`src/core/pfd_pkg.sv`:
```
package pfd_pkg;
   // ****************************************
   // register map
   // ****************************************
   localparam logic [3:0] REG_CTRL = 4'h0;
   localparam logic [3:0] REG_STATUS = 4'h4;
   localparam logic [3:0] REG_MASK = 4'h8;
   localparam logic [3:0] REG_TARGET = 4'hC;
   localparam int CTRL_EN_BIT = 0;
   localparam int CTRL_NOP_BIT = 1;
   localparam logic [1:0] CTRL_RESET = 2'h1;
   localparam int ST_RSV_BIT = 0;
   localparam int ST_ISSUE_BIT = 1;
   localparam int ST_W = 2;
   // ****************************************
   // instruction classes from fetch
   // ****************************************
   localparam logic [3:0] CLS_PC_RELATIVE_GROUP = 4'h0;
   localparam logic [3:0] CLS_SDPS = 4'h1;
   localparam logic [3:0] CLS_SD1 = 4'h2;
   localparam logic [3:0] CLS_SD2 = 4'h3;
   localparam logic [3:0] CLS_SWL = 4'h4;
   localparam logic [3:0] CLS_DWL = 4'h5;
   localparam logic [3:0] CLS_BRANCH = 4'h6;
   localparam logic [3:0] CLS_JUMP = 4'h7;
   // ****************************************
   // field positions in the assembled word
   // ****************************************
   localparam int MINOR_HI = 20;
   localparam int MINOR_LO = 18;
   localparam int EXT_HI = 17;
   localparam int EXT_LO = 16;
   localparam int FMT_HI = 14;
   localparam int FMT_LO = 13;
   localparam int BOFF_HI = 15;
   localparam int JIDX_HI = 25;
   localparam int REGION_LO = 27;
   localparam logic [2:0] MINOR_UPPER = 3'h7;
   localparam logic [2:0] MINOR_COUNTER_RELATIVE_DOUBLEWORD_LOAD = 3'h6;
   localparam logic [1:0] EXT_AUI = 2'h2;
   localparam logic [1:0] EXT_ALUI = 2'h3;
   localparam logic [31:0] INSN_BYTES = 32'h4;
   // ****************************************
   // decoded operations and formats
   // ****************************************
   typedef enum logic [3:0] {
      OP_NONE, OP_ADD_IMM, OP_WORD_LOAD, OP_UWORD_LOAD, OP_DWORD_LOAD,
      OP_UPPER_ADD, OP_ALIGNED_UPPER_ADD, OP_FP, OP_BRANCH, OP_JUMP_AND_LINK
   } pfd_op_e;
   typedef enum logic [2:0] {
      FMT_NONE, FMT_SINGLE, FMT_DOUBLE, FMT_PAIRED, FMT_WORD, FMT_LONG
   } pfd_fmt_e;
endpackage

```
`src/core/pfd_decode.sv`:
```
`timescale 1ns/10ps
// Behaviour
// - pc-relative bits 20..18 pick add-immediate, word, unsigned word or doubleword load.
// - minor 111 uses bits 17..16: 10 upper add, 11 aligned, 00/01 unassigned.
// - single/double/paired set: 0 single, 1 double, 2 paired, 3 reserved.
// - one-bit single/double field: 0 single, 1 double.
// - two-bit single/double field: 0 single, 1 double, 2 and 3 reserved.
// - single/word/long set: 0 single, 1 word, 2 long, 3 reserved.
// - double/word/long set: 0 double, 1 word, 2 long, 3 reserved.
// - reserved encodings raise an exception or retire as no operation.
// - branch targets are halfword aligned.
// - jump target stays in the current 128 MB region, halfword aligned.
// - branch-likely operations are not decoded; their classes are reserved.
// - branch and jump offsets shift left by one bit.
// - halves of one instruction may arrive apart, across line or page edges.
module pfd_decode (
   input wire logic CLK,
   input wire logic RESETN,
   input wire logic FETCH_VALID,
   input wire logic FETCH_FIRST,
   input wire logic [15:0] FETCH_HALF,
   input wire logic [3:0] FETCH_CLASS,
   input wire logic [31:0] FETCH_PC,
   output logic OP_VALID,
   output logic [3:0] OP_CODE,
   output logic [2:0] OP_FMT,
   output logic [31:0] OP_TARGET,
   output logic RSV_EXC,
   output logic IRQ,
   input wire logic [3:0] AVS_ADDRESS,
   input wire logic AVS_READ,
   input wire logic AVS_WRITE,
   input wire logic [31:0] AVS_WRITEDATA,
   output logic [31:0] AVS_READDATA,
   output logic AVS_WAITREQUEST
);
   // ****************************************
   // reset release
   // ****************************************
   logic rst_meta_q, rst_n;
   always_ff @(posedge CLK or negedge RESETN) begin
      if (!RESETN) begin
         rst_meta_q <= 1'b0;
         rst_n <= 1'b0;
      end else begin
         rst_meta_q <= 1'b1;
         rst_n <= rst_meta_q;
      end
   end

   // ****************************************
   // halfword assembly
   // ****************************************
   typedef enum logic {ST_IDLE, ST_HAVE_HI} pfd_state_e;
   pfd_state_e st_q, st_d;
   logic [15:0] hi_q, hi_d;
   logic [3:0] cls_q, cls_d;
   logic [31:0] pc_q, pc_d;
   logic [1:0] ctrl_q, ctrl_d;
   logic take_hi, take_lo, rsv;
   logic [31:0] word;

   assign take_hi = FETCH_VALID && FETCH_FIRST && ctrl_q[pfd_pkg::CTRL_EN_BIT]
                    && (st_q == ST_IDLE);
   assign take_lo = FETCH_VALID && ctrl_q[pfd_pkg::CTRL_EN_BIT] && (st_q == ST_HAVE_HI);
   assign word = {hi_q, FETCH_HALF};

   always_comb begin
      st_d = st_q;
      hi_d = hi_q;
      cls_d = cls_q;
      pc_d = pc_q;
      // second half may come any number of cycles later
      if (take_hi) begin
         st_d = ST_HAVE_HI;
         hi_d = FETCH_HALF;
         cls_d = FETCH_CLASS;
         pc_d = FETCH_PC;
      end else if (take_lo) begin
         st_d = ST_IDLE;
      end
   end

   always_ff @(posedge CLK or negedge rst_n) begin
      if (!rst_n) begin
         st_q <= ST_IDLE;
         hi_q <= 16'h0000;
         cls_q <= 4'h0;
         pc_q <= 32'h00000000;
      end else begin
         st_q <= st_d;
         hi_q <= hi_d;
         cls_q <= cls_d;
         pc_q <= pc_d;
      end
   end

   // ****************************************
   // decode
   // ****************************************
   pfd_pkg::pfd_op_e op;
   pfd_pkg::pfd_fmt_e fmt;
   logic [31:0] tgt;
   logic [2:0] minor;
   logic [1:0] ext, fmt2;

   assign minor = word[pfd_pkg::MINOR_HI:pfd_pkg::MINOR_LO];
   assign ext = word[pfd_pkg::EXT_HI:pfd_pkg::EXT_LO];
   assign fmt2 = word[pfd_pkg::FMT_HI:pfd_pkg::FMT_LO];

   always_comb begin
      op = pfd_pkg::OP_FP;
      fmt = pfd_pkg::FMT_NONE;
      rsv = 1'b0;
      tgt = 32'h00000000;
      case (cls_q)
         pfd_pkg::CLS_PC_RELATIVE_GROUP: begin
            tgt = pc_q;
            case (minor)
               3'h0, 3'h1: op = pfd_pkg::OP_ADD_IMM;
               3'h2, 3'h3: op = pfd_pkg::OP_WORD_LOAD;
               3'h4, 3'h5: op = pfd_pkg::OP_UWORD_LOAD;
               pfd_pkg::MINOR_COUNTER_RELATIVE_DOUBLEWORD_LOAD: op = pfd_pkg::OP_DWORD_LOAD;
               default: begin
                  if (ext == pfd_pkg::EXT_AUI) begin
                     op = pfd_pkg::OP_UPPER_ADD;
                  end else if (ext == pfd_pkg::EXT_ALUI) begin
                     op = pfd_pkg::OP_ALIGNED_UPPER_ADD;
                  end else begin
                     op = pfd_pkg::OP_NONE;
                     rsv = 1'b1;
                  end
               end
            endcase
         end
         pfd_pkg::CLS_SDPS: begin
            case (fmt2)
               2'h0: fmt = pfd_pkg::FMT_SINGLE;
               2'h1: fmt = pfd_pkg::FMT_DOUBLE;
               2'h2: fmt = pfd_pkg::FMT_PAIRED;
               default: rsv = 1'b1;
            endcase
         end
         pfd_pkg::CLS_SD1: begin
            fmt = word[pfd_pkg::FMT_LO] ? pfd_pkg::FMT_DOUBLE : pfd_pkg::FMT_SINGLE;
         end
         pfd_pkg::CLS_SD2: begin
            case (fmt2)
               2'h0: fmt = pfd_pkg::FMT_SINGLE;
               2'h1: fmt = pfd_pkg::FMT_DOUBLE;
               default: rsv = 1'b1;
            endcase
         end
         pfd_pkg::CLS_SWL, pfd_pkg::CLS_DWL: begin
            case (fmt2)
               2'h0: begin
                  fmt = (cls_q == pfd_pkg::CLS_SWL) ? pfd_pkg::FMT_SINGLE : pfd_pkg::FMT_DOUBLE;
               end
               2'h1: fmt = pfd_pkg::FMT_WORD;
               2'h2: fmt = pfd_pkg::FMT_LONG;
               default: rsv = 1'b1;
            endcase
         end
         pfd_pkg::CLS_BRANCH: begin
            op = pfd_pkg::OP_BRANCH;
            // halfword aligned, offset doubled
            tgt = pc_q + pfd_pkg::INSN_BYTES +
                  {{15{word[pfd_pkg::BOFF_HI]}}, word[pfd_pkg::BOFF_HI:0], 1'b0};
         end
         pfd_pkg::CLS_JUMP: begin
            op = pfd_pkg::OP_JUMP_AND_LINK;
            tgt = {pc_q[31:pfd_pkg::REGION_LO], word[pfd_pkg::JIDX_HI:0], 1'b0};
         end
         default: begin
            // branch-likely and other unassigned classes
            op = pfd_pkg::OP_NONE;
            rsv = 1'b1;
         end
      endcase
      if (rsv) begin
         op = pfd_pkg::OP_NONE;
         fmt = pfd_pkg::FMT_NONE;
      end
   end

   // ****************************************
   // issue stage
   // ****************************************
   logic op_valid_d, rsv_exc_d, nop_mode;
   logic [3:0] op_code_d;
   logic [2:0] op_fmt_d;
   logic [31:0] op_target_d;

   assign nop_mode = ctrl_q[pfd_pkg::CTRL_NOP_BIT];

   always_comb begin
      op_valid_d = 1'b0;
      rsv_exc_d = 1'b0;
      op_code_d = OP_CODE;
      op_fmt_d = OP_FMT;
      op_target_d = OP_TARGET;
      if (take_lo) begin
         op_code_d = op;
         op_fmt_d = fmt;
         op_target_d = tgt;
         // reserved: exception, or a retiring no operation
         op_valid_d = !rsv || nop_mode;
         rsv_exc_d = rsv && !nop_mode;
      end
   end

   always_ff @(posedge CLK or negedge rst_n) begin
      if (!rst_n) begin
         OP_VALID <= 1'b0;
         RSV_EXC <= 1'b0;
         OP_CODE <= 4'h0;
         OP_FMT <= 3'h0;
         OP_TARGET <= 32'h00000000;
      end else begin
         OP_VALID <= op_valid_d;
         RSV_EXC <= rsv_exc_d;
         OP_CODE <= op_code_d;
         OP_FMT <= op_fmt_d;
         OP_TARGET <= op_target_d;
      end
   end

   // ****************************************
   // register slave and interrupt
   // ****************************************
   logic [pfd_pkg::ST_W-1:0] stat_q, stat_d, mask_q, mask_d, ev;
   logic wait_d, irq_d, acc_rd, acc_wr;
   logic [31:0] rdata_d;

   assign acc_rd = AVS_READ && !AVS_WAITREQUEST;
   assign acc_wr = AVS_WRITE && !AVS_WAITREQUEST;
   assign ev = {op_valid_d && (op_code_d != pfd_pkg::OP_NONE), rsv && take_lo};

   always_comb begin
      ctrl_d = ctrl_q;
      mask_d = mask_q;
      stat_d = stat_q;
      rdata_d = AVS_READDATA;
      // one wait cycle, then a single low cycle
      wait_d = !((AVS_READ || AVS_WRITE) && AVS_WAITREQUEST);
      if ((AVS_READ || AVS_WRITE) && AVS_WAITREQUEST) begin
         rdata_d = 32'h00000000;
         if (AVS_ADDRESS == pfd_pkg::REG_CTRL) begin
            rdata_d[1:0] = ctrl_q;
         end else if (AVS_ADDRESS == pfd_pkg::REG_STATUS) begin
            rdata_d[pfd_pkg::ST_W-1:0] = stat_q;
         end else if (AVS_ADDRESS == pfd_pkg::REG_MASK) begin
            rdata_d[pfd_pkg::ST_W-1:0] = mask_q;
         end else if (AVS_ADDRESS == pfd_pkg::REG_TARGET) begin
            rdata_d = OP_TARGET;
         end
      end
      if (acc_wr) begin
         if (AVS_ADDRESS == pfd_pkg::REG_CTRL) begin
            ctrl_d = AVS_WRITEDATA[1:0];
         end else if (AVS_ADDRESS == pfd_pkg::REG_MASK) begin
            mask_d = AVS_WRITEDATA[pfd_pkg::ST_W-1:0];
         end
      end
      if (acc_rd && (AVS_ADDRESS == pfd_pkg::REG_STATUS)) begin
         stat_d = stat_q & ~AVS_READDATA[pfd_pkg::ST_W-1:0]; // clear only bits returned
      end
      // new event beats the read clear
      stat_d = stat_d | ev;
      irq_d = |(stat_d & mask_d);
   end

   always_ff @(posedge CLK or negedge rst_n) begin
      if (!rst_n) begin
         ctrl_q <= pfd_pkg::CTRL_RESET;
         mask_q <= '0;
         stat_q <= '0;
         AVS_WAITREQUEST <= 1'b1;
         AVS_READDATA <= 32'h00000000;
         IRQ <= 1'b0;
      end else begin
         ctrl_q <= ctrl_d;
         mask_q <= mask_d;
         stat_q <= stat_d;
         AVS_WAITREQUEST <= wait_d;
         AVS_READDATA <= rdata_d;
         IRQ <= irq_d;
      end
   end
endmodule

```
`config.mk`:
```
export PLATFORM = sky130hd
export DESIGN_NAME = pfd_decode
export DESIGN_NICKNAME = d
export VERILOG_FILES = /design/src/core/pfd_pkg.sv /design/src/core/pfd_decode.sv
export SDC_FILE = /design/constraint.sdc
export NUM_CORES = 1
export LEC_CHECK = 0
export ABC_AREA = 1
export CAP_MARGIN = 5
export CELL_PAD_IN_SITES_DETAIL_PLACEMENT = 0
export CELL_PAD_IN_SITES_GLOBAL_PLACEMENT = 1
export CORE_ASPECT_RATIO = 0.7
export CORE_MARGIN = 3
export CORE_UTILIZATION = 50
export DETAILED_ROUTE_END_ITERATION = 10
export DONT_BUFFER_PORTS = 1
export PLACE_DENSITY = 0.84
export SYNTH_ARGS = -nofsm -noshare
export SYNTH_HDL_FRONTEND = slang
export SYNTH_SLANG_ARGS = --single-unit
```
`constraint.sdc`:
```
create_clock -name CLK -period 8.35 [get_ports CLK]
set_input_delay 1.2525 -clock CLK [delete_from_list [all_inputs] [get_ports CLK]]
set_output_delay 1.2525 -clock CLK [all_outputs]
set_load 0.03 [all_outputs]
```
[After elaboration in Yosys (flattened, before gate mapping)]
Cells that the tools add are included.
Word-level totals
  output and inout port bits: 75
  bits of input ports: 94
  logic and storage cells: 115
  register bits after elaboration: 130
Operators by class
  bitwise operators: 5
  reduce and logical (&&, ||, !) cells: 36
  equality and inequality tests: 20
  $add $sub $neg: 2
  multiplexer cells: 35
Operator list (count)
  one-hot mux 32 bit (3 select lines): 1
  two-way mux 30 bit: 3
  adder 32 x 3 -> 32 bit, second input constant: 1
  adder 32 bit: 1
  two-way mux 32 bit: 1
  one-hot mux 3 bit (4 select lines): 2
  == test 4 x 3 -> 1 bit, second input constant: 5
  two-way mux 2 bit: 9
  one-hot mux 4 bit (4 select lines): 1
  logical AND 1 bit: 12
  OR reduction 2 bit: 6
  == test 3 bit, second input constant: 3
  two-way mux 1 bit: 9
  two-way mux 3 bit: 3
  one-hot mux 3 bit (3 select lines): 1
  OR reduction 3 bit: 3
  == test 4 x 2 -> 1 bit, second input constant: 2
  == test 4 bit, second input constant: 2
  zero test 4 bit: 2
  two-way mux 4 bit: 2
  OR reduction 7 bit: 1
  == test 2 bit, second input constant: 3
  == test 3 x 2 -> 1 bit, second input constant: 2
  one-hot mux 2 bit (3 select lines): 1
  17 further kinds: 22

[Logic depth before layout (Yosys ltp)]
Gate-level depths: netlist of run 1.
  word-level depth: 12
  gate-level depth with buffers: 18
  mapped depth without buffers: 18

[Least setup slack after synthesis of run 1]
OpenSTA, ideal clock, no wires.
  kind: in2reg
  start point: in FETCH_HALF[1]
  end point: reg OP_TARGET[26]
  library setup time: 0.117 ns
  arrival time: 3.050 ns
  cell stages on the path: 18
  setup slack: 5.183 ns
  required time: 8.233 ns
  path buffers: 0
  path through: inv_1 ha_1 inv_1 ha_1 inv_1 fa_1 o21ai_1 nand2_1 nand2_1 nand2_1 nand2_1 nand2_1 nand2_1 nand2_1 nand3_1 nand2_1 nand2_1 nand2_1
Between the ends
  word-level cells in the longest chain between the ends: 2
RTL lines
  start, declared: RTL line pfd_decode.sv:21  | input wire logic [15:0] FETCH_HALF,
  adder 32 bit: RTL line pfd_decode.sv:167  | tgt = pc_q + pfd_pkg::INSN_BYTES +
  one-hot mux 32 bit (3 select lines): RTL line pfd_decode.sv:116  | case (cls_q)
  end signal, assigned: RTL line pfd_decode.sv:224  | OP_TARGET <= op_target_d;
  end, declared: RTL line pfd_decode.sv:27  | output logic [31:0] OP_TARGET,
No other way between the ends.
A chain may end at the register's enable or synchronous reset.

[Final worst setup path of run 1]
  start point: in FETCH_HALF[1]
  end point: reg OP_TARGET[30]
Same word-level chain as after synthesis.

==> summary.txt, run 1 <==
Outcome
  – Status: complete, no violations

Critical path
  – Worst path slowest cell: o21ai_1
  – Req. time, crit path: 8.66 ns
  – Critical Path AT: 3.71 ns
  – Family with the most delay on the worst path: simple AND/OR/NAND/NOR gates
  – Startpoint Class: input port
  – Flop2flop setup slack: 5.42 ns
  – Crit path top cell by count: nand2_1
  – Max FO, Critical Path: 5
  – Worst path cell trace: inv_1, ha_1, inv_1, ha_1, inv_1, fa_1, o21ai_1, nand3_1, nand3_1, nand3_1, nand2_1, nand2_1, nand3_1, nand2_1, nand2_1, nand2_1
  – Crit path buf inv count: 3
  – Worst Setup Path Type: input port to flip-flop
  – Slowest cell delay on critical path: 0.41 ns
  – Setup crit end kind: flip-flop

Route
  – WL/cell: 18.24 µm
  – Vias: 7138
  – Number of DRC markers in iteration 0: 663
  – Total Wirelength: 23470 µm
  – Vias/cell: 5.546
  – # DRC: 0
  – Drt first pass iters: 7
  – Routed Antenna Nets: 0

Clock tree
  – CTS tree: yes
  – Post-CTS Resized: 0
  – Root buf cell: clkbuf_16
  – Clock Latency Late Sink: 0.43 ns
  – Num CTS Buffers: 17
  – Cts hold-fix bufs: 0
  – Setup Buffers After CTS: 0
  – Clock Tree Buf Depth: 2
  – Worst-path clk slew: 0.06 ns
  – # H-tree levels: 4
  – Clock sink total: 130

Hold path
  – Worst Hold Class: flip-flop to asynchronous set/reset pin

Synth
  – Synth top area share: 39.45%
  – Number of flops mapped to enable cells by yosys: 0
  – Sequential share of the synthesized area: 40.09%
  – Most common cell in the netlist: nand2_1
  – Leading post-synthesis cells by cell area: dfrtp_1 39%, nand2_1 16%, ha_1 10%, inv_1 5.4%, o21ai_0 5.0%
  – Syn. warnings: 0
  – Synth cell count leaders: 347 x nand2_1, 128 x dfrtp_1, 116 x inv_1, 81 x o21ai_0, 70 x nor2_1
  – Syn Std Cell Area: 0.008120 mm²
  – Total nets after synthesis: 1243
  – Ys async rst share: 100.0%
  – Synth area leader: dfrtp_1
  – Register bit count reported by yosys: 130
  – Synth unique cells: 40
  – Syn Inst Count: 1081
  – Top FF cell, synth: dfrtp_1
  – Mean Syn Cell Area: 7.512 µm²

Pwr
  – Leakage: 4.551 nW
  – Flop pwr share: 35.2%
  – Combinational share of power: 41.1%
  – Sw Share: 46.00%
  – PwrDens: 337.5 mW/mm²
  – Cell Int Power: 1.613 mW
  – Clock network fraction of total power: 23.7%
  – Switching power: 1.374 mW
  – Worst vdd ir: 0.1554 mV

Layout
  – Nets: 1236
  – Share of cells above drive strength 1: 7.544%
  – ANT cells: 0
  – Layout overhead on the synthesized area: 8.998%
  – # fillers: 1541

Global routing
  – Global-route wire length before repair: 36450 µm
  – Initial antenna violation count: 1
  – Total track usage: 26.67%
  – Grt total ovfl: 0
  – Pin count of the biggest net entering global routing: 82
  – Number of global-route vias before repair: 6499

Floorplanning
  – Die width: 158.3 µm
  – Full die area: 0.01783 mm²
  – Core Region: 0.01569 mm²
  – Number of cell rows: 38
  – IO Count: 169
  – Initial Util: 51.75%
  – Die Span Y: 112.6 µm

STA
  – Worst clock skew: 0.01033 ns
  – Final count of hold timing violations: 0
  – Minimum clock period after layout: 3.402 ns
  – Slew margin rel.: 28.37%
  – Slew at the pin with the worst max-slew slack: 1.072 ns
  – RSZ-0062 raised after global routing: false
  – Fmax: 293.9 MHz
  – Max Slew Vio Count: 0
  – Final period util: 40.75%
  – Final setup margin: 4.948 ns
  – Setup TNS: 0 ns
  – # setup viols final: 0

Placed design
  – IO Port Bufs: 0
  – Placement Setup Slack: 4.563 ns
  – Placed wire-length estimate: 17920 µm
  – GP Congestion: 0.8863

Job
  – Maxcap violations: 0
stage by stage:
stage          utilization (%)  instances  instance area [µm²]  power [mW]  hold WS [ns]
2_1_floorplan                -       1081                 8120       1.918        0.3312
3_3_place_gp             52.85       1255                 8292       2.251        0.3351
3_5_place_dp             52.85       1255                 8292       2.264        0.3381
4_1_cts                  56.41       1287                 8851       2.982        0.3528
5_1_grt                  56.41       1287                 8851       3.227        0.3821
6_report                 56.41       1287                 8851       2.987        0.3485
power by group through the flow:
stage	Clock, mW	Sequential, mW	Combinational [mW]
2_1_floorplan	0	1.01	0.908
3_3_place_gp	0	1.06	1.19
3_5_place_dp	0	1.06	1.20
4_1_cts	0.718	1.05	1.21
5_1_grt	0.753	1.07	1.40
6_report	0.708	1.05	1.23
layout by cell type (no fill, tap or decap), drive strengths merged, types with 2 or more instances in the layout:
master / count
o211ai: 2
inv: 125
nand2: 352
nand4: 4
ha: 67
o21a: 2
dfrtp: 128
buf: 4
o22ai: 2
clkbuf: 17
a221oi: 2
nand3: 67
a31oi: 3
o31ai: 9
o21ai: 84
a21oi: 65
clkinvlp: 3
mux2: 18
nor3: 8
dfstp: 2
clkinv: 9
o221ai: 9
o21bai: 4
nand3b: 7
xor2: 2
nor2: 78
or2: 6
and2: 2
cells by family after synthesis:
family | Yosys count | share of synthesized area, %
fa+ha+maj | 68 | 10.57
flops | 130 | 40.09
other cells | 1 | 0.04618
mux | 18 | 2.496
xor+xnor | 2 | 0.2158
buf+inv | 153 | 7.119
compound gates | 184 | 12.54
simple gates | 525 | 26.92
worst register-to-register path, delay by kind of cell, from the launching register on:
family,cells,cell delay (ns)
flip-flops,1,0.36
buffers and inverters,3,0.22
adder cells (fa/ha/maj),3,0.80
AND/OR/NAND/NOR,9,1.03
AO/OA/AOI/OAI,1,0.41
metal layers:
layer | share of wire (%) | global-route usage, %
met2 | 40 | 36.69
met5 | 0.055 | 0
met4 | 1.1 | 5.043
met1 | 48 | 40.42
met3 | 11 | 9.711
state kept, by name, summed over array words and instances, names as in the netlist, 2 cells and up:
register	cells
AVS_READDATA	32
OP_CODE	4
OP_FMT	3
OP_TARGET	32
cls_q	4
ctrl_q	2
hi_q	10
mask_q	2
pc_q	32
stat_q	2
worst paths after layout:
check | end | cells past startpoint | start
worst min-delay path | OP_TARGET[3] | 0 | rst_n
max in group asynchronous | AVS_READDATA[28] | 1 | rst_n
worst max-delay path | OP_TARGET[30] | 16 | FETCH_HALF[1]
min in group CLK | rst_n | 0 | rst_meta_q
worst min register to register | OP_TARGET[3] | 0 | rst_n
worst max register to register | OP_TARGET[30] | 16 | pc_q[2]
layout make-up:
cell class	count	area (µm²)	area share, %
Sequential cell	130	3259	36.83
Clock inverter	15	133.9	1.513
Clock buffer	17	425.4	4.806
Multi-Input combinational cell	798	4290	48.47
Timing Repair Buffer	4	30.03	0.3393
Tap cell	200	250.2	2.827
Inverter	123	461.7	5.216
Power figures use the tool's default switching activity.
==> run 2: changes to the inputs <==
CORE_UTILIZATION = 47   (was 50)
PLACE_DENSITY = 0.79   (was 0.84)
clock period = 3.2 ns   (was 8.35 ns; I/O delays follow)
==> summary.txt, run 2 (synthesized netlist as in run 1, its figures left out) <==
Critical path
  – Req. time, crit path: 3.51 ns (was 8.66 ns)
  – Startpoint Class: flip-flop (was input port)
  – Max FO, Critical Path: 5 (unchanged)
  – Crit path from: pc_q[2] (was FETCH_HALF[1])
  – Capture point of the worst reg-to-reg path: OP_TARGET[26] (was OP_TARGET[30])
  – Setup crit end kind: flip-flop (unchanged)
  – Flop2flop setup slack: 0.52 ns (was 5.42 ns)
  – R2R cell count: 18 (was 16)
  – Critical Path End: OP_TARGET[26] (was OP_TARGET[30])
  – RR Startpoint: pc_q[2] (unchanged)
  – Critical Path AT: 2.99 ns (was 3.71 ns)
  – Worst Setup Path Type: flip-flop to flip-flop (was input port to flip-flop)

Route
  – DR WL met3: 1955 µm (was 2544 µm)
  – Drt first pass iters: 5 (was 7)
  – Total Wirelength: 23880 µm (was 23470 µm)
  – Routed Antenna Nets: 0 (unchanged)
  – Number of DRC markers in iteration 0: 739 (was 663)
  – Vias: 7071 (was 7138)
  – WL/cell: 18.11 µm (was 18.24 µm)
  – Vias/cell: 5.361 (was 5.546)
  – Routed wl met2: 9584 µm (was 9382 µm)
  – Top Metal Used: met5 (unchanged)
  – # DRC: 0 (unchanged)
  – Metal-1 WL: 12140 µm (was 11270 µm)

Layout
  – Top flop regs: AVS_READDATA x32, OP_TARGET x32, pc_q x32 (unchanged)
  – Share of cells above drive strength 1: 8.044% (was 7.544%)
  – Most used cells in the layout excluding fill and tap cells: 347 x nand2_1, 127 x dfrtp_1, 116 x inv_1, 81 x o21ai_0, 70 x nor2_1 (unchanged)
  – Sequential Area: 0.003259 mm² (unchanged)
  – Nets: 1243 (was 1236)
  – Layout overhead on the synthesized area: 11.17% (was 8.998%)
  – # fillers: 1619 (was 1541)
  – Footprint of the multi-input gates: 0.004290 mm² (unchanged)
  – ANT cells: 0 (unchanged)
  – Commonest non-fill, non-tap cell in the layout: nand2_1 (unchanged)

STA
  – Final count of hold timing violations: 0 (unchanged)
  – Setup TNS: 0 ns (unchanged)
  – Final period util: 83.89%
  – Final setup margin: 0.5156 ns (was 4.948 ns)
  – Minimum clock period after layout: 2.684 ns
  – # setup viols final: 0 (unchanged)
  – RSZ-0062 raised after global routing: false (unchanged)
  – Fmax: 372.5 MHz
  – Worst clock skew: 0.01680 ns (was 0.01033 ns)
  – Slew at the pin with the worst max-slew slack: 1.071 ns (was 1.072 ns)
  – Slew margin rel.: 28.59% (was 28.37%)
  – Max Slew Vio Count: 0 (unchanged)

Hold path
  – Worst Hold Class: input port to flip-flop (was flip-flop to asynchronous set/reset pin)
  – Hold Crit Depth: 1

Floorplanning
  – Core Region: 0.01664 mm² (was 0.01569 mm²)
  – Full die area: 0.01892 mm² (was 0.01783 mm²)
  – IO Count: 169 (unchanged)
  – Initial Util: 48.80% (was 51.75%)
  – Number of cell rows: 39 (was 38)
  – Die Span Y: 116.0 µm (was 112.6 µm)
  – Die width: 163.1 µm (was 158.3 µm)

Clock tree
  – Worst-path clk slew: 0.06 ns (about the same)
  – Post-CTS Resized: 0 (unchanged)
  – # H-tree levels: 4 (unchanged)
  – Clock Tree Buf Depth: 2 (unchanged)
  – CTS tree: yes (unchanged)
  – Num CTS Buffers: 17 (unchanged)
  – Clock Latency Late Sink: 0.43 ns (about the same)
  – Root buf cell: clkbuf_16 (unchanged)
  – Clock sink total: 130 (unchanged)

Pwr
  – PwrDens: 891.0 mW/mm² (was 337.5 mW/mm²)
  – Leakage: 4.619 nW (was 4.551 nW)
  – Worst vdd ir: 0.4366 mV (was 0.1554 mV)
  – Pwr Total: 8.044 mW (was 2.987 mW)

Global routing
  – Pin count of the biggest net entering global routing: 82 (unchanged)
  – Initial antenna violation count: 1 (unchanged)
  – Grt total ovfl: 0 (unchanged)
  – Global-route wire length before repair: 37490 µm (was 36450 µm)
  – Total track usage: 25.96% (was 26.67%)
  – Number of global-route vias before repair: 6666 (was 6499)

Outcome
  – Status: complete, no violations (unchanged)

Placed design
  – Placed wire-length estimate: 18360 µm (was 17920 µm)
  – GP Congestion: 0.9129 (was 0.8863)
  – IO Port Bufs: 0 (unchanged)
  – Placement Setup Slack: 0.3856 ns (was 4.563 ns)

Job
  – Maxcap violations: 0 (unchanged)
==> run 2: through the flow <==
step	utilization [%]	area, µm²	std cells	hold slack [ns]
floorplan	-	8122	1081	0.1844
global placement	50.44	8393	1286	0.1845
detailed placement	50.44	8393	1286	0.1845
CTS	54.25	9027	1319	0.1890
global route	54.25	9027	1319	0.1857
finish	54.25	9027	1319	0.1971
==> run 2: critical path: stages (launching register included) <==
cell and delay, ns:
dfrtp_1 0.35, inv_1 0.09, ha_1 0.23, inv_1 0.06, ha_1 0.17, inv_1 0.06
fa_1 0.40, o21ai_1 0.31, nand2_1 0.08, nand2_1 0.13, nand2_1 0.12, nand2_1 0.12
nand2_1 0.09, nand2_1 0.07, nand2_1 0.05, nand3_1 0.06, nand2_1 0.06, nand2_1 0.06
nand2_1 0.04
==> run 2: cell type report <==
class                      instances  share of cell area [%]
clock buffer                      17                   4.712
clock inverter                    15                   2.204
inverter                         123                   5.114
multi-input combinational        798                   47.53
sequential                       130                   36.11
tap                              225                   3.119
timing repair buffer              11                   1.220
==> run 2: what timing repair did <==
item / CTS / global route
hold endpoints to repair: 2 / 0
hold buffers: 1 / 0
buffers inserted: 0 / 0
==> run 2: how the worst min path moves through the flow <==
stage	endpoint	startpoint
3_3_place_gp	rst_meta_q	RESETN
4_1_cts	pc_q[12]	FETCH_PC[12]
5_1_grt	pc_q[12]	FETCH_PC[12]
2_1_floorplan	rst_meta_q	RESETN
6_report	pc_q[15]	FETCH_PC[15]
3_5_place_dp	rst_meta_q	RESETN
==> run 2: power by group <==
| group | switching, mW | total, mW | internal [mW] |
|---|---|---|---|
| Sequential | 0.708 | 2.76 | 2.05 |
| Combinational | 2.10 | 3.20 | 1.10 |
| Clock | 0.828 | 2.08 | 1.25 |
==> run 2: metal layers <==
metal  GRT usage, %  vias up
met5              0        -
met3          7.467       15
met4          4.676        2
met2          37.00      226
met1          39.46     3292
li1               -     3536
==> run 3: changes to the inputs <==
ABC_AREA = 0   (was 1)
CORE_UTILIZATION = 50   (was 47)
clock period = 2.7 ns   (was 3.2 ns; I/O delays follow)
==> summary.txt, run 3 <==
Outcome
  – Status: finished, violations left (was complete, no violations)
  – Failing checks: negative setup slack

Synth
  – Synth unique cells: 68 (was 40)
  – Total nets after synthesis: 906 (was 1243)
  – Register bit count reported by yosys: 130 (unchanged)
  – Syn Std Cell Area: 0.007662 mm² (was 0.008120 mm²)
  – Syn. warnings: 0 (unchanged)
  – Most common cell in the netlist: dfrtp_1 (was nand2_1)
  – Ys async rst share: 100.0% (unchanged)
  – Leading post-synthesis cells by cell area: dfrtp_1 42%, ha_1 11%, mux2_2 7.2%, a22o_1 3.9%, a21oi_1 2.9% (was dfrtp_1 39%, nand2_1 16%, ha_1 10%, inv_1 5.4%, o21ai_0 5.0%)
  – Number of flops mapped to enable cells by yosys: 0 (unchanged)
  – Sequential share of the synthesized area: 42.49% (was 40.09%)
  – Synth area leader: dfrtp_1 (unchanged)
  – Syn Inst Count: 744 (was 1081)
  – Synth cell count leaders: 128 x dfrtp_1, 67 x ha_1, 52 x nand2_1, 51 x nor2_1, 49 x mux2_2 (was 347 x nand2_1, 128 x dfrtp_1, 116 x inv_1, 81 x o21ai_0, 70 x nor2_1)
  – Mean Syn Cell Area: 10.30 µm² (was 7.512 µm²)
  – Synth top area share: 41.80% (was 39.45%)
  – Top FF cell, synth: dfrtp_1 (unchanged)

Route
  – Vias/cell: 6.419 (was 5.361)
  – # DRC: 0 (unchanged)
  – Total Wirelength: 23150 µm (was 23880 µm)
  – Routed Antenna Nets: 0 (unchanged)
  – WL/cell: 22.99 µm (was 18.11 µm)
  – Number of DRC markers in iteration 0: 618 (was 739)
  – Drt first pass iters: 5 (unchanged)
  – Vias: 6464 (was 7071)

Placed design
  – IO Port Bufs: 0 (unchanged)
  – Placed Cells: 970 (was 1286)
  – Placement Setup Slack: -0.2703 ns (was 0.3856 ns)
  – GP Congestion: 0.9387 (was 0.9129)
  – Placed wire-length estimate: 17000 µm (was 18360 µm)
  – Post-DP Area: 0.008327 mm² (was 0.008393 mm²)

Layout
  – # fillers: 1206 (was 1619)
  – Most used cells in the layout excluding fill and tap cells: 126 x dfrtp_1, 74 x buf_4, 54 x ha_1, 52 x nand2_1, 49 x mux2_2 (was 347 x nand2_1, 127 x dfrtp_1, 116 x inv_1, 81 x o21ai_0, 70 x nor2_1)
  – Fin area: 0.009265 mm² (was 0.009027 mm²)
  – Final Non-Filler Cells: 1007 (was 1319)
  – Nets: 961 (was 1243)
  – Top flop regs: AVS_READDATA x32, OP_TARGET x32, pc_q x32 (unchanged)
  – Share of cells above drive strength 1: 27.09% (was 8.044%)
  – ANT cells: 0 (unchanged)
  – Commonest non-fill, non-tap cell in the layout: dfrtp_1 (was nand2_1)
  – Final Util: 62.35% (was 54.25%)
  – Layout overhead on the synthesized area: 20.92% (was 11.17%)

Clock tree
  – # H-tree levels: 4 (unchanged)
  – Clock Latency Late Sink: 0.43 ns (about the same)
  – Clock Tree Buf Depth: 2 (unchanged)
  – Root buf cell: clkbuf_16 (unchanged)
  – CTS tree: yes (unchanged)
  – Num CTS Buffers: 17 (unchanged)
  – Worst-path clk slew: 0.07 ns (was 0.06 ns)
  – Clock sink total: 130 (unchanged)

Critical path
  – Worst Setup Path Type: flip-flop to flip-flop (unchanged)
  – Worst path slowest cell: a222oi_1 (was fa_1)
  – Setup crit end kind: flip-flop (unchanged)
  – Max FO, Critical Path: 2 (was 5)
  – Worst path cell trace: inv_2, ha_4, inv_2, ha_4, inv_2, fa_2, nand2b_4, a21oi_4, buf_6, nor2_4, xnor2_2, a222oi_1, buf_4, o21ai_1 (was inv_1, ha_1, inv_1, ha_1, inv_1, fa_1, o21ai_1, nand2_1, nand2_1, nand2_1, nand2_1, nand2_1, nand2_1, nand2_1, nand3_1, nand2_1, nand2_1, nand2_1)
  – Crit path top cell by count: inv_2 (was nand2_1)
  – Startpoint Class: flip-flop (unchanged)
  – Slowest cell delay on critical path: 0.56 ns (was 0.40 ns)
  – Critical Path AT: 3.02 ns (was 2.99 ns)
  – R2R cell count: 14 (was 18)
  – Req. time, crit path: 3.00 ns (was 3.51 ns)

Hold path
  – Hold Crit Depth: 1 (unchanged)
  – Worst Hold Class: input port to flip-flop (unchanged)

Floorplanning
  – Die Span Y: 109.6 µm (was 116.0 µm)
  – Initial Util: 51.56% (was 48.80%)
  – Number of cell rows: 37 (was 39)
  – IO Count: 169 (unchanged)
  – Die width: 154.0 µm (was 163.1 µm)
  – Core Region: 0.01486 mm² (was 0.01664 mm²)
  – Full die area: 0.01687 mm² (was 0.01892 mm²)

STA
  – Worst clock skew: 0.01484 ns (was 0.01680 ns)
  – Fmax: 368.2 MHz (was 372.5 MHz)
  – Minimum clock period after layout: 2.716 ns (was 2.684 ns)
  – Final setup margin: -0.01571 ns (was 0.5156 ns)
  – Max Slew Vio Count: 0 (unchanged)
  – Slew at the pin with the worst max-slew slack: 1.132 ns (was 1.071 ns)
  – Final count of hold timing violations: 0 (unchanged)
  – Slew margin rel.: 24.27% (was 28.59%)
  – RSZ-0062 raised after global routing: true (was false)
  – # setup viols final: 1 (was 0)
  – Final period util: 100.6% (was 83.89%)

Global routing
  – Number of global-route vias before repair: 6209 (was 6666)
  – Total track usage: 27.38% (was 25.96%)
  – Initial antenna violation count: 1 (unchanged)
  – Pin count of the biggest net entering global routing: 52 (was 82)
  – Grt total ovfl: 0 (unchanged)
  – Global-route wire length before repair: 35570 µm (was 37490 µm)

Pwr
  – PwrDens: 1278 mW/mm² (was 891.0 mW/mm²)
  – Leakage: 4.237 nW (was 4.619 nW)
  – Worst vdd ir: 0.6429 mV (was 0.4366 mV)
  – Pwr Total: 11.84 mW (was 8.044 mW)

Job
  – Maxcap violations: 0 (unchanged)
==> run 3: worst paths after layout <==
path | from | to | slack [ns]
worst min register to register | rst_n | OP_TARGET[4] | 0.23
worst max-delay path | pc_q[2] | OP_TARGET[8] | -0.02
min in group asynchronous | RESETN | rst_n | 0.21
worst max register to register | pc_q[2] | OP_TARGET[8] | -0.02
worst min-delay path | FETCH_CLASS[3] | cls_q[3] | 0.12
max in group asynchronous | rst_n | OP_TARGET[23] | 1.77
==> run 3: cell families (layout without fill, tap and decap cells) <==
family / Yosys count / after routing / synth area share, %
other: 1 / 1 / 0.04894
AND/OR/NAND/NOR: 187 / 187 / 11.95
adder cells (fa/ha/maj): 68 / 68 / 11.20
AO/OA/AOI/OAI: 221 / 221 / 20.31
buffers and inverters: 60 / 128 / 3.119
XOR/XNOR: 19 / 19 / 2.172
flip-flops: 130 / 130 / 42.49
multiplexers: 58 / 58 / 8.703
==> run 3: worst max-delay path: cells and delay by family (launching register included) <==
family	cells	cell delay, ns
simple gates	2	0.19
buf+inv	5	0.50
flops	1	0.38
compound gates	3	0.75
fa+ha+maj	3	0.65
xor+xnor	1	0.13
==> run 3: layer usage <==
metal  vias up  global-route usage, %  wire, µm
li1       2924                      -         -
met1      3218                  40.17     11030
met2       286                  39.98      9862
met3        34                  7.356      1930
met4         2                  7.624       316
met5         -                      0        13
==> run 3: area by class of cell <==
type / count / area [µm²] / share of cell area [%]
Tap cell: 195 / 244.0 / 2.633
Sequential cell: 130 / 3261 / 35.19
Inverter: 18 / 67.56 / 0.7292
Clock inverter: 15 / 147.6 / 1.594
Clock buffer: 17 / 425.4 / 4.591
Multi-Input combinational cell: 554 / 4512 / 48.70
Timing Repair Buffer: 78 / 608.1 / 6.563
==> run 3: what timing repair did <==
action                                  4_1_cts  5_1_grt
endpoints found under the hold margin         2        0
hold buffers                                  1        0
pin swaps                                    20       28
endpoints found under the setup margin       17       21
buffers inserted                              4        1
gates resized for setup                      26       28
==> run 3: where the power goes <==
| group | total, mW | switching, mW | internal [mW] | leakage [nW] |
|---|---|---|---|---|
| Combinational | 5.65 | 2.99 | 2.66 | 2.28 |
| Clock | 2.25 | 0.956 | 1.29 | 0.285 |
| Sequential | 3.94 | 1.35 | 2.59 | 1.67 |
| Total | 11.8 | 5.30 | 6.54 | 4.24 |
==> run 3: per-stage QoR <==
step	hold WS, ns	setup TNS [ns]
final	0.1234	-0.01571
after CTS	0.1093	-0.07975
after global routing	0.1128	-0.1104
after floorplan	0.1094	0
after detailed placement	0.1095	-2.360
after global placement	0.1095	-1.853
